`src/logic/ocp_pkg.sv`:
```
package ocp_pkg;
  localparam int          CORE_CHANNELS = 4;
  localparam int          INT_CHANNELS  = 2;
  localparam int          MAX_ATTEMPTS  = 7;
  localparam int          CLK_MHZ       = 125;
  localparam int          WAIT_MS       = 12;
  localparam int          WAIT_CYCLES   = WAIT_MS * 1000 * CLK_MHZ;
  localparam int          CNT_W         = 21;
  localparam logic [2:0]  ATT_RESET     = 3'h0;

  typedef enum {
    ST_OFF,
    ST_SOFT,
    ST_RUN,
    ST_WAIT,
    ST_LATCH
  } rail_state_e;

  // Comparator results for one rail
  typedef struct packed {
    logic trip_normal;
    logic trip_boost;
  } trip_s;

  typedef struct packed {
    logic upper;
    logic lower;
  } gate_s;
endpackage

```
`src/logic/rail_retry.sv`:
```
`timescale 1ns/10ps
module rail_retry #(
  parameter int WAIT_LEN = ocp_pkg::WAIT_CYCLES
) (
  // Clock and reset
  input  wire logic           clk,
  input  wire logic           resetn,
  // Control
  input  wire logic           enable,
  input  wire logic           soft_done,
  input  wire logic           kill,
  input  wire ocp_pkg::trip_s trip,
  // Status
  output logic                run_ok,
  output logic                in_soft,
  output logic                shut,
  output logic                exhausted
);
  ocp_pkg::rail_state_e state;
  ocp_pkg::rail_state_e next_state;
  logic [ocp_pkg::CNT_W-1:0] cnt;
  logic [ocp_pkg::CNT_W-1:0] next_cnt;
  logic [2:0]                att;
  logic [2:0]                next_att;
  logic                      trip_now;

  // Boosted level only while ramping
  always_comb
  begin
    trip_now = (state == ocp_pkg::ST_SOFT) ? trip.trip_boost : trip.trip_normal;
  end

  always_comb
  begin
    next_state = state;
    next_cnt   = cnt;
    next_att   = att;
    case (state)
      ocp_pkg::ST_OFF:
      begin
        next_att = ocp_pkg::ATT_RESET;
        if (enable)
          next_state = ocp_pkg::ST_SOFT;
      end
      ocp_pkg::ST_SOFT, ocp_pkg::ST_RUN:
      begin
        if (!enable)
          next_state = ocp_pkg::ST_OFF;
        else if (trip_now)
        begin
          if (att == 3'(ocp_pkg::MAX_ATTEMPTS))
            next_state = ocp_pkg::ST_LATCH;
          else
          begin
            next_state = ocp_pkg::ST_WAIT;
            next_att   = att + 3'h1;
            next_cnt   = ocp_pkg::CNT_W'(WAIT_LEN - 1);
          end
        end
        else if (state == ocp_pkg::ST_SOFT && soft_done)
        begin
          next_state = ocp_pkg::ST_RUN;
          next_att   = ocp_pkg::ATT_RESET;
        end
      end
      ocp_pkg::ST_WAIT:
      begin
        if (cnt != '0)
          next_cnt = cnt - 1'b1;
        else if (enable)
          next_state = ocp_pkg::ST_SOFT;
        else
          next_state = ocp_pkg::ST_OFF;
      end
      ocp_pkg::ST_LATCH:
        next_state = ocp_pkg::ST_LATCH;
      default:
        next_state = ocp_pkg::ST_OFF;
    endcase
    if (kill)
      next_state = ocp_pkg::ST_LATCH;
  end

  always_ff @(posedge clk or negedge resetn)
  begin
    if (!resetn)
    begin
      state <= ocp_pkg::ST_OFF;
      cnt   <= '0;
      att   <= ocp_pkg::ATT_RESET;
    end
    else
    begin
      state <= next_state;
      cnt   <= next_cnt;
      att   <= next_att;
    end
  end

  always_comb
  begin
    run_ok    = (state == ocp_pkg::ST_RUN);
    in_soft   = (state == ocp_pkg::ST_SOFT);
    shut      = (state != ocp_pkg::ST_SOFT) && (state != ocp_pkg::ST_RUN);
    exhausted = (state == ocp_pkg::ST_LATCH);
  end
endmodule // rail_retry

```
`src/logic/overcurrent_fault_sequencer.sv`:
```
`timescale 1ns/10ps
module overcurrent_fault_sequencer #(
  parameter int WAIT_LEN = ocp_pkg::WAIT_CYCLES
) (
  // Clock and reset
  input  wire logic                               clk,
  input  wire logic                               resetn,
  // Control inputs (asynchronous)
  input  wire logic                               enable,
  input  wire logic                               soft_done,
  input  wire logic                               core_volt_ok,
  input  wire logic                               nb_volt_ok,
  input  wire logic                               phase3_active,
  input  wire logic                               phase4_active,
  // Averaged current comparators (asynchronous)
  input  wire logic                               core_trip_normal,
  input  wire logic                               core_trip_boost,
  input  wire logic                               nb_trip_normal,
  input  wire logic                               nb_trip_boost,
  // Per-channel limit comparators (asynchronous)
  input  wire logic [ocp_pkg::CORE_CHANNELS-1:0]  channel_current_limit,
  // PWM requests from the modulator (same clock)
  input  wire logic [ocp_pkg::CORE_CHANNELS-1:0]  core_pwm,
  input  wire logic                               nb_pwm,
  // Gate drive outputs
  output logic [ocp_pkg::INT_CHANNELS-1:0]        upper_gate_drive,
  output logic [ocp_pkg::INT_CHANNELS-1:0]        lower_gate_drive,
  output logic                                    nb_upper_gate_drive,
  output logic                                    nb_lower_gate_drive,
  // External phase PWM pins
  output logic                                    ext_phase_pwm_third,
  output logic                                    ext_phase_pwm_third_oe,
  output logic                                    ext_phase_pwm_fourth,
  output logic                                    ext_phase_pwm_fourth_oe,
  // Status
  output logic                                    power_good_out,
  output logic                                    latched_off
);
  localparam int NSYNC = 9 + ocp_pkg::CORE_CHANNELS;

  logic [NSYNC-1:0] s1;
  logic [NSYNC-1:0] s2;
  logic [NSYNC-1:0] s3;
  logic [NSYNC-1:0] filt;
  logic [NSYNC-1:0] next_filt;
  logic [NSYNC-1:0] raw;

  assign raw = {channel_current_limit, phase4_active, phase3_active, nb_volt_ok, core_volt_ok,
                nb_trip_boost, nb_trip_normal, core_trip_boost, core_trip_normal,
                enable};

  // Three stages; accept a change once stages two and three agree
  always_comb
  begin
    next_filt = filt;
    for (int i = 0; i < NSYNC; i++)
      if (s2[i] == s3[i])
        next_filt[i] = s3[i];
  end

  always_ff @(posedge clk or negedge resetn)
  begin
    if (!resetn)
    begin
      s1   <= '0;
      s2   <= '0;
      s3   <= '0;
      filt <= '0;
    end
    else
    begin
      s1   <= raw;
      s2   <= s1;
      s3   <= s2;
      filt <= next_filt;
    end
  end

  logic en_q;
  logic soft_done_q;
  logic [ocp_pkg::CORE_CHANNELS-1:0] limit_q;
  ocp_pkg::trip_s core_trip;
  ocp_pkg::trip_s nb_trip;

  // soft_done tracked separately below; enable on bit 0
  assign en_q      = filt[0];
  assign core_trip = '{trip_normal: filt[1], trip_boost: filt[2]};
  assign nb_trip   = '{trip_normal: filt[3], trip_boost: filt[4]};
  assign limit_q   = filt[NSYNC-1:9];

  logic sd1;
  logic sd2;
  logic sd3;
  logic next_sd;
  always_comb
  begin
    next_sd = soft_done_q;
    if (sd2 == sd3)
      next_sd = sd3;
  end
  always_ff @(posedge clk or negedge resetn)
  begin
    if (!resetn)
    begin
      sd1         <= 1'b0;
      sd2         <= 1'b0;
      sd3         <= 1'b0;
      soft_done_q <= 1'b0;
    end
    else
    begin
      sd1         <= soft_done;
      sd2         <= sd1;
      sd3         <= sd2;
      soft_done_q <= next_sd;
    end
  end

  logic core_run;
  logic core_soft;
  logic core_shut;
  logic core_dead;
  logic nb_run;
  logic nb_soft;
  logic nb_shut;
  logic nb_dead;

  // Either rail exhausting its attempts kills both
  rail_retry #(.WAIT_LEN(WAIT_LEN)) u_core (
    .clk       (clk),
    .resetn    (resetn),
    .enable    (en_q),
    .soft_done (soft_done_q),
    .kill      (nb_dead),
    .trip      (core_trip),
    .run_ok    (core_run),
    .in_soft   (core_soft),
    .shut      (core_shut),
    .exhausted (core_dead)
  );

  rail_retry #(.WAIT_LEN(WAIT_LEN)) u_nb (
    .clk       (clk),
    .resetn    (resetn),
    .enable    (en_q),
    .soft_done (soft_done_q),
    .kill      (core_dead),
    .trip      (nb_trip),
    .run_ok    (nb_run),
    .in_soft   (nb_soft),
    .shut      (nb_shut),
    .exhausted (nb_dead)
  );

  ocp_pkg::gate_s [ocp_pkg::CORE_CHANNELS-1:0] next_core;
  ocp_pkg::gate_s [ocp_pkg::CORE_CHANNELS-1:0] core_g;
  ocp_pkg::gate_s next_nb;
  logic [1:0]     next_oe;
  logic           next_pg;
  logic           next_latched;
  logic           core_off;
  logic           nb_off;

  always_comb
  begin
    // A latched rail takes the other down in the same cycle, not one later
    core_off = core_shut || nb_dead;
    nb_off   = nb_shut || core_dead;
    for (int c = 0; c < ocp_pkg::CORE_CHANNELS; c++)
    begin
      if (core_off)
        next_core[c] = '{upper: 1'b0, lower: 1'b0};
      else if (limit_q[c])
        next_core[c] = '{upper: 1'b0, lower: 1'b1};
      else
        next_core[c] = '{upper: core_pwm[c], lower: !core_pwm[c]};
    end
    if (nb_off)
      next_nb = '{upper: 1'b0, lower: 1'b0};
    else
      next_nb = '{upper: nb_pwm, lower: !nb_pwm};
    // Float external phases while shut so their drivers sit in tri-state
    next_oe[0] = filt[7] && !core_off;
    next_oe[1] = filt[8] && !core_off;
    next_pg    = core_run && nb_run && filt[5] && filt[6];
    next_latched = core_dead || nb_dead;
  end

  always_ff @(posedge clk or negedge resetn)
  begin
    if (!resetn)
    begin
      core_g                  <= '0;
      nb_upper_gate_drive     <= 1'b0;
      nb_lower_gate_drive     <= 1'b0;
      ext_phase_pwm_third_oe  <= 1'b0;
      ext_phase_pwm_fourth_oe <= 1'b0;
      power_good_out          <= 1'b0;
      latched_off             <= 1'b0;
    end
    else
    begin
      core_g                  <= next_core;
      nb_upper_gate_drive     <= next_nb.upper;
      nb_lower_gate_drive     <= next_nb.lower;
      ext_phase_pwm_third_oe  <= next_oe[0];
      ext_phase_pwm_fourth_oe <= next_oe[1];
      power_good_out          <= next_pg;
      latched_off             <= next_latched;
    end
  end

  always_comb
  begin
    for (int c = 0; c < ocp_pkg::INT_CHANNELS; c++)
    begin
      upper_gate_drive[c] = core_g[c].upper;
      lower_gate_drive[c] = core_g[c].lower;
    end
    ext_phase_pwm_third  = core_g[2].upper;
    ext_phase_pwm_fourth = core_g[3].upper;
  end
endmodule // overcurrent_fault_sequencer

```
`config.mk`:
```
export PLATFORM = sky130hd
export DESIGN_NAME = overcurrent_fault_sequencer
export DESIGN_NICKNAME = d
export VERILOG_FILES = /design/src/logic/ocp_pkg.sv /design/src/logic/rail_retry.sv /design/src/logic/overcurrent_fault_sequencer.sv
export SDC_FILE = /design/constraint.sdc
export NUM_CORES = 1
export LEC_CHECK = 0
export BUFFER_PORTS_ARGS = -buffer_cell sky130_fd_sc_hd__buf_2
export CORE_ASPECT_RATIO = 0.5
export CORE_MARGIN = 1
export CORE_UTILIZATION = 55
export DETAILED_ROUTE_END_ITERATION = 10
export HOLD_SLACK_MARGIN = 0.05
export MAX_ROUTING_LAYER = met4
export PLACE_DENSITY = 0.76
export SYNTH_ARGS = -nofsm -noshare
export SYNTH_HDL_FRONTEND = slang
export SYNTH_HIERARCHICAL = 1
export SYNTH_SLANG_ARGS = --single-unit
```
`constraint.sdc`:
```
create_clock -name clk -period 2.1 [get_ports clk]
set_clock_uncertainty 0.15 [all_clocks]
set_input_delay 0.21 -clock clk [delete_from_list [all_inputs] [get_ports clk]]
set_output_delay 0.21 -clock clk [all_outputs]
set_load 0.005 [all_outputs]
```
==> reports/metrics.cfg, run 1 <==
[yosys]
synth.ff_latch_count=122
yosys.area.top_type=dfrtp_1
synth_top_area_share_pct=54.9
synth_area_um2=5560
synthDistinctLibCells=69
ys_top_cells_by_area=dfrtp_1 (55%), nor2_1 (2.8%), maj3_1 (2.5%)
yosysWarnings=6
ys_seq_area_share_pct=54.9
syn_nets=543
yosys.cell_count.top_type=dfrtp_1
syn_avg_cell_area_um2=10.8
synth_edf_count=0
synthTopCellsByCount=dfrtp_1 (122), nor2_1 (41), nand2_1 (29)
ys.flop_type=dfrtp_1
async_flop_share_pct=100
synthCells=514

[cells_and_area]
drive_gt1_share_pct=35.2
nNetsFinal=672
areaGrowthSynthToFinish_pct=36.3
fin_cells=791
nFillCells=540
utilization_pct=78.6
fin_area_um2=7580
antenna_cells=0

[placement]
place.gp.congestion=0.871
placed_cell_area_um2=6320
dp_hpwl_mm=7.98
dpl.cell_count=724
numPortBuffers=32

[floorplan]
core-area_um2=9630
initial_core_util_pct=57.7
die_w_um=144
die_y_um=73.1
io_pins=33
rows=25
dieArea_um2=10500

[timing]
post-route-period-util_pct=106
clock.fmax_mhz=450
setup_viol=18
relSlewSlack_pct=67.1
final_max_slew_viol_count=0
worst_pin_slew_ps=493
final.min_clock_period_ps=2220
fin_ws_ps=-124
finalSetupTns_ps=-892
rsz0062_at_grt=true
finalHoldViolCount=0

[power]
p_leak_uw=0.00312
ir_worst_vdd_v=0.000619
pwr_density_cell_nw_per_um2=1080

[drt]
firstDrtPassIters=5
ant_nets=0
via_per_inst=5.96
wl_per_cell_um=18.3
drc=0
vias=4715
drt-initial-drc-count=335
routed_wl_mm=14.5

[cts]
clk_pin_slew_ps=60
clk_path_buf_depth=2
cts-root-buf=clkbuf_16
cts_max_level=4
cts.sinks=122
cts_buffers=17
worst_skew_pair.late_latency_ps=420
cts_tree=yes

[worst_setup_path]
worst_path_largest_cell_delay_ps=390
crit_arrival_ps=2420
crit_type=flop to flop
cp_max_fo=8
cp_slowest_cell=dfrtp_1
cp_cell_sequence=ha_2 -> ha_4 -> o31a_1 -> a211o_1 -> buf_6 -> or3_1 -> a21oi_2
cp-end-kind=flop
critPathRequiredTime_ps=2300
startpoint_type=flop

[run]
drv_cap=0

[min_path]
hold_class=primary input to async pin

[run_status]
violations=negative setup slack
outcome=finished, violations left

[grt]
grt_pass1_vias=4395
track_usage_pct=27.9
grt_pass1_wl_mm=21.2
antenna_found_initial=0
grt_max_degree=56
grt-ovfl-total=0

path summary, 6_finish.rpt:
kind | start | to | slack [ps] | cells after the start
worst min register to register | s1[8]$_DFF_PN0_ | s2[8]$_DFF_PN0_ | 200 | 0
min in group clk | s1[8]$_DFF_PN0_ | s2[8]$_DFF_PN0_ | 200 | 0
worst min-delay path | resetn | u_nb/cnt[5]$_DFFE_PN0P_ | 110 | 2
worst max register to register | u_nb/att[1]$_DFFE_PN0P_ | u_nb/cnt[5]$_DFFE_PN0P_ | -120 | 7
max in group asynchronous | resetn | u_core/cnt[4]$_DFFE_PN0P_ | 1040 | 3
worst max-delay path | u_nb/att[1]$_DFFE_PN0P_ | u_nb/cnt[5]$_DFFE_PN0P_ | -120 | 7
per-stage QoR:
step	power, uW	hold slack (ps)	worst slack, ps
final	8200	114	-124
after global routing	8570	159	-190
after CTS	7880	116	-72.9
after detailed placement	5030	19.0	-93.1
after global placement	4940	20.0	-35.1
after floorplan	4190	-236	-18.4
cell usage in the layout, fill, tap and decap left out, types with 6 or more instances in the layout:
cell type      netlist  routed
nand2b_1             9       9
nor3b_2              6       6
dfrtp_1            122     115
nand2_1             29      25
o21ai_0             24      21
and4_1               7       6
buf_2                3      31
dlygate4sd3_1        0      20
maj3_1              14      14
nor2_1              41      41
a31oi_1             13      11
nand3_1             18      17
buf_4                4      74
dfrtp_2              0       7
and2_1               9       8
o31ai_1              8       7
inv_1               17      14
nand4_1             10      10
mux2i_1             10       9
or4_1                8       8
clkbuf_16            0      18
o21ai_1              6       9
nor3_1              17      12
a21oi_1             23      18
registers in the layout, indices dropped and copies added (netlist names), 2 cells and up:
name              flops
u_core/state          3
s2                   13
u_core/att            3
s1                   13
filt                 13
s3                   13
upper_gate_drive      2
lower_gate_drive      2
u_nb/state            3
u_nb/cnt             21
u_core/cnt           21
u_nb/att              3
worst max-delay path, delay by kind of cell, from the launching register on:
kind | cells | cell delay, ps
flops | 1 | 390
fa+ha+maj | 2 | 370
compound gates | 3 | 730
simple gates | 1 | 340
buf+inv | 1 | 170
timing repair:
action                                 4_1_cts  5_1_grt
hold buffers                                20        0
gates cloned                                 0        1
setup endpoints to repair                   24       45
setup buffers                                2       14
gates resized for setup                     19       66
endpoints found under the hold margin      144        0
pin swaps                                    5       28
power breakdown:
group | internal, uW | total, uW | switching (uW)
logic | 1130 | 2510 | 1390
registers | 2660 | 2940 | 281
clock network | 1660 | 2750 | 1090
final cells by class:
| class | instances | area, um^2 | share of cell area, % |
|---|---|---|---|
| Tap cell | 135 | 169 | 2.23 |
| Clock buffer | 18 | 439 | 5.80 |
| Inverter | 17 | 63.8 | 0.842 |
| Timing Repair Buffer | 134 | 1050 | 13.9 |
| Multi-Input combinational cell | 351 | 2670 | 35.2 |
| Clock inverter | 14 | 124 | 1.64 |
| Sequential cell | 122 | 3060 | 40.4 |
routing by layer:
layer	up-vias	GRT usage [%]	part of all wire [%]	routed length (um)
met1	2331	34.3	42	6090
li1	2157	-	-	-
met5	-	-	0	0
met3	37	7.48	6.6	949
met4	0	11.2	2.4	350
met2	190	44.4	49	7070
logic make-up after synthesis:
| logic type | synth area share [%] |
|---|---|
| and+or+nand+nor | 22.3 |
| DFF | 54.9 |
| AOI/OAI and AO/OA | 12.8 |
| buffers and inverters | 3.51 |
| adders and majority gates | 4.32 |
| muxes | 2.21 |
Power figures use the tool's default switching activity.
==> run 2, diff against run 1 <==
- ABC_AREA: not set -> 1
- TNS_END_PERCENT: not set -> 5
==> run 2 against run 1 <==
Critical endpoint is now u_core/cnt[3]$_DFFE_PN0P_. Clock-buffer cell count shrank 1. Largest power group is now combinational cells. Critical path depth increased by 3. Sequential share of layout area up 3.5 points. The flow now finishes without violations. Total power up 15%. Critical path type unchanged.
==> reports/metrics.cfg, run 2 <==
[grt]
grt_max_degree=41  ; was 56
grt_pass1_vias=4643  ; was 4,395
grt-ovfl-total=0  ; unchanged
track_usage_pct=25.8  ; was 27.9%
antenna_found_initial=0  ; unchanged
grt_pass1_wl_mm=20.9  ; was 21.2 mm

[timing]
rsz0062_at_grt=false  ; was true
setup_viol=0  ; was 18
finalSetupTns_ps=0  ; was -892 ps
relSlewSlack_pct=78.9  ; was 67.1%
final_max_slew_viol_count=0  ; unchanged
clock.fmax_mhz=516  ; was 450 MHz
final.min_clock_period_ps=1940  ; was 2220 ps
post-route-period-util_pct=92.3  ; was 106%
finalHoldViolCount=0  ; unchanged
worst_pin_slew_ps=316  ; was 493 ps

[worst_setup_path]
crit_arrival_ps=2140  ; was 2420 ps
cp_max_fo=22  ; was 8
cp_top_family=simple AND/OR/NAND/NOR gates  ; was compound AO/OA/AOI/OAI gates
cp_slowest_cell=dfrtp_1  ; unchanged
cp-end-kind=flop  ; unchanged
cp-startpoint=u_core/att[0]$_DFFE_PN0P_  ; was u_nb/att[1]$_DFFE_PN0P_
startpoint_type=flop  ; unchanged
critPathRequiredTime_ps=2300  ; about the same
critical_path.most_common_cell=nand2_1
cp_cell_sequence=ha_1 -> ha_1 -> inv_1 -> nand2_1 -> nand2_1 -> nand3_2 -> nor2_4 -> buf_4 -> o21ai_1 -> nand2_1  ; was ha_2 -> ha_4 -> o31a_1 -> a211o_1 -> buf_6 -> or3_1 -> a21oi_2
timing.rr.start=u_core/att[0]$_DFFE_PN0P_  ; was u_nb/att[1]$_DFFE_PN0P_
crit_buf_inv=2  ; was 1
crit_type=flop to flop  ; unchanged
worst_path_largest_cell_delay_ps=390  ; about the same

[yosys]
ys_seq_area_share_pct=52.6  ; was 54.9%
muxShareOfSynthArea_pct=0  ; was 2.21%
syn_avg_cell_area_um2=8.21  ; was 10.8 um^2
synthTopCellsByCount=nand2_1 (207), dfrtp_1 (122), nor2_1 (109)  ; was dfrtp_1 (122), nor2_1 (41), nand2_1 (29)
yosys.area.top_type=dfrtp_1  ; unchanged
synthCells=707  ; was 514
ys.flop_type=dfrtp_1  ; unchanged
synth.ff_latch_count=122  ; unchanged
yosysWarnings=6  ; unchanged
synthDistinctLibCells=29  ; was 69
ys_top_cells_by_area=dfrtp_1 (53%), nand2_1 (13%), nor2_1 (7.1%)  ; was dfrtp_1 (55%), nor2_1 (2.8%), maj3_1 (2.5%)
synth_xor_area_share_pct=3.77  ; was 0%
async_flop_share_pct=100  ; unchanged
synth_compound_area_share_pct=4.14  ; was 12.8%
synthSimpleGateAreaFrac_pct=30.6  ; was 22.3%
synth_edf_count=0  ; unchanged
yosys.cell_count.top_type=nand2_1  ; was dfrtp_1
synth_area_um2=5800  ; was 5560 um^2
synth_top_area_share_pct=52.6  ; was 54.9%
synth_fa_ha_area_share_pct=1.73  ; was 4.32%
synth_top_family_by_area=simple AND/OR/NAND/NOR gates  ; unchanged
syn_nets=736  ; was 543

[floorplan]
die_y_um=74.6  ; was 73.1 um
rows=26  ; was 25
dieArea_um2=11000  ; was 10,500 um^2
initial_core_util_pct=56.8  ; was 57.7%
core-area_um2=10200  ; was 9630 um^2
die_w_um=147  ; was 144 um
io_pins=33  ; unchanged

[drt]
wl_per_cell_um=13.1  ; was 18.3 um
firstDrtPassIters=5  ; unchanged
routed_wl_mm=12.2  ; was 14.5 mm
drc=0  ; unchanged
drt-initial-drc-count=259  ; was 335
vias=4811  ; was 4,715
via_per_inst=5.15  ; was 5.96
ant_nets=0  ; unchanged

[cts]
post-cts-setup-buffer-count=0  ; was 2
worst_skew_pair.late_latency_ps=410  ; was 420 ps
cts-root-buf=clkbuf_16  ; unchanged
cts_resized=0  ; was 19
clk_path_buf_depth=2  ; unchanged
cts_buffers=17  ; unchanged
cts.sinks=122  ; unchanged
clk_pin_slew_ps=60  ; about the same
cts_max_level=4  ; unchanged
cts_tree=yes  ; unchanged

[run]
drv_cap=0  ; unchanged

[cells_and_area]
antenna_cells=0  ; unchanged
nNetsFinal=811  ; was 672
regArea_um2=3050  ; was 3060 um^2
final_common_cell=nand2_1  ; was dfrtp_1
reg_top3=u_core/cnt (21), u_nb/cnt (21)  ; unchanged
drive_gt1_share_pct=13.3  ; was 35.2%
multi_input_area_um2=2330  ; was 2670 um^2
final_cell_mix=nand2_1 (207), dfrtp_1 (122), nor2_1 (109)  ; was dfrtp_1 (115), buf_4 (74), nor2_1 (41)
nFillCells=800  ; was 540
areaGrowthSynthToFinish_pct=19.8  ; was 36.3%

[power]
total_power_uw=9450  ; was 8200 uW
ir_worst_vdd_v=0.000732  ; was 0.000619 V
p_leak_uw=0.00351  ; was 0.00312 uW
pwr_density_cell_nw_per_um2=1360  ; was 1080 nW/um^2

[placement]
place.gp.congestion=0.933  ; was 0.871
numPortBuffers=32  ; unchanged
dp_hpwl_mm=8.29  ; was 7.98 mm

[min_path]
hold_class=primary input to async pin  ; unchanged

[run_status]
outcome=complete, no violations  ; was finished, violations left

run 2: cell types whose count changed in the layout (fill, tap and decap cells not counted), moves of 9 or more:
cell / before / now
a31oi_1: 11 / 0
maj3_1: 14 / 0
nor2_1: 41 / 109
xor2_1: 0 / 15
buf_4: 74 / 16
nand2_1: 25 / 207
nand2b_1: 9 / 0
inv_1: 14 / 72
nand3_1: 17 / 52
xnor2_1: 0 / 10
mux2i_1: 9 / 0
run 2: path summary, 6_finish.rpt:
kind | to | slack (ps) | cells after the start
worst max-delay path | u_core/cnt[3]$_DFFE_PN0P_ | 160 | 10
worst min-delay path | u_core/cnt[19]$_DFFE_PN0P_ | 60 | 2
worst max register to register | u_core/cnt[3]$_DFFE_PN0P_ | 160 | 10
worst min register to register | s2[9]$_DFF_PN0_ | 200 | 0
max in group asynchronous | u_nb/cnt[11]$_DFFE_PN0P_ | 1180 | 3
min in group clk | s2[9]$_DFF_PN0_ | 200 | 0
run 2: cell type report:
| type | instances | area share [%] |
|---|---|---|
| inverters | 81 | 4.41 |
| flip-flops and latches | 122 | 43.9 |
| clock buffers | 17 | 6.12 |
| clock inverters | 15 | 2.05 |
| well taps | 140 | 2.52 |
| multi-input cells | 491 | 33.6 |
| repair buffers | 69 | 7.42 |
run 2: what timing repair did:
item / CTS / global route
endpoints found under the hold margin: 144 / 0
hold buffers: 20 / 0
endpoints found under the setup margin: 0 / 0
run 2: stage by stage:
stage	cell area, um^2	hold slack (ps)	std cells	utilization (%)	setup WS, ps
global route	6950	101	935	68.0	8.12
CTS	6950	54.9	935	68.0	160
global placement	6180	-45.2	883	60.5	261
finish	6950	64.4	935	68.0	161
floorplan	5800	-236	707	-	342
detailed placement	6180	-46.5	883	60.5	198
run 2: metal layers:
layer,global-route usage [%],share of wire (%)
met4,12.7,1.9
met2,44.5,50
met1,29.7,44
met3,4.97,4.2
met5,-,0
run 2: cell families (layout without fill, tap and decap cells):
group                      Yosys count  in the layout
xor gates and xnor gates            25             25
adders and majority gates            8              8
DFF                                122            122
buffers and inverters               94            182
AOI/OAI and AO/OA                   48             48
and+or+nand+nor                    410            410
run 2: report_power, final:
part           internal [uW]  switching, uW
clock network           1640           1120
logic                   1170           2190
registers               2880            430
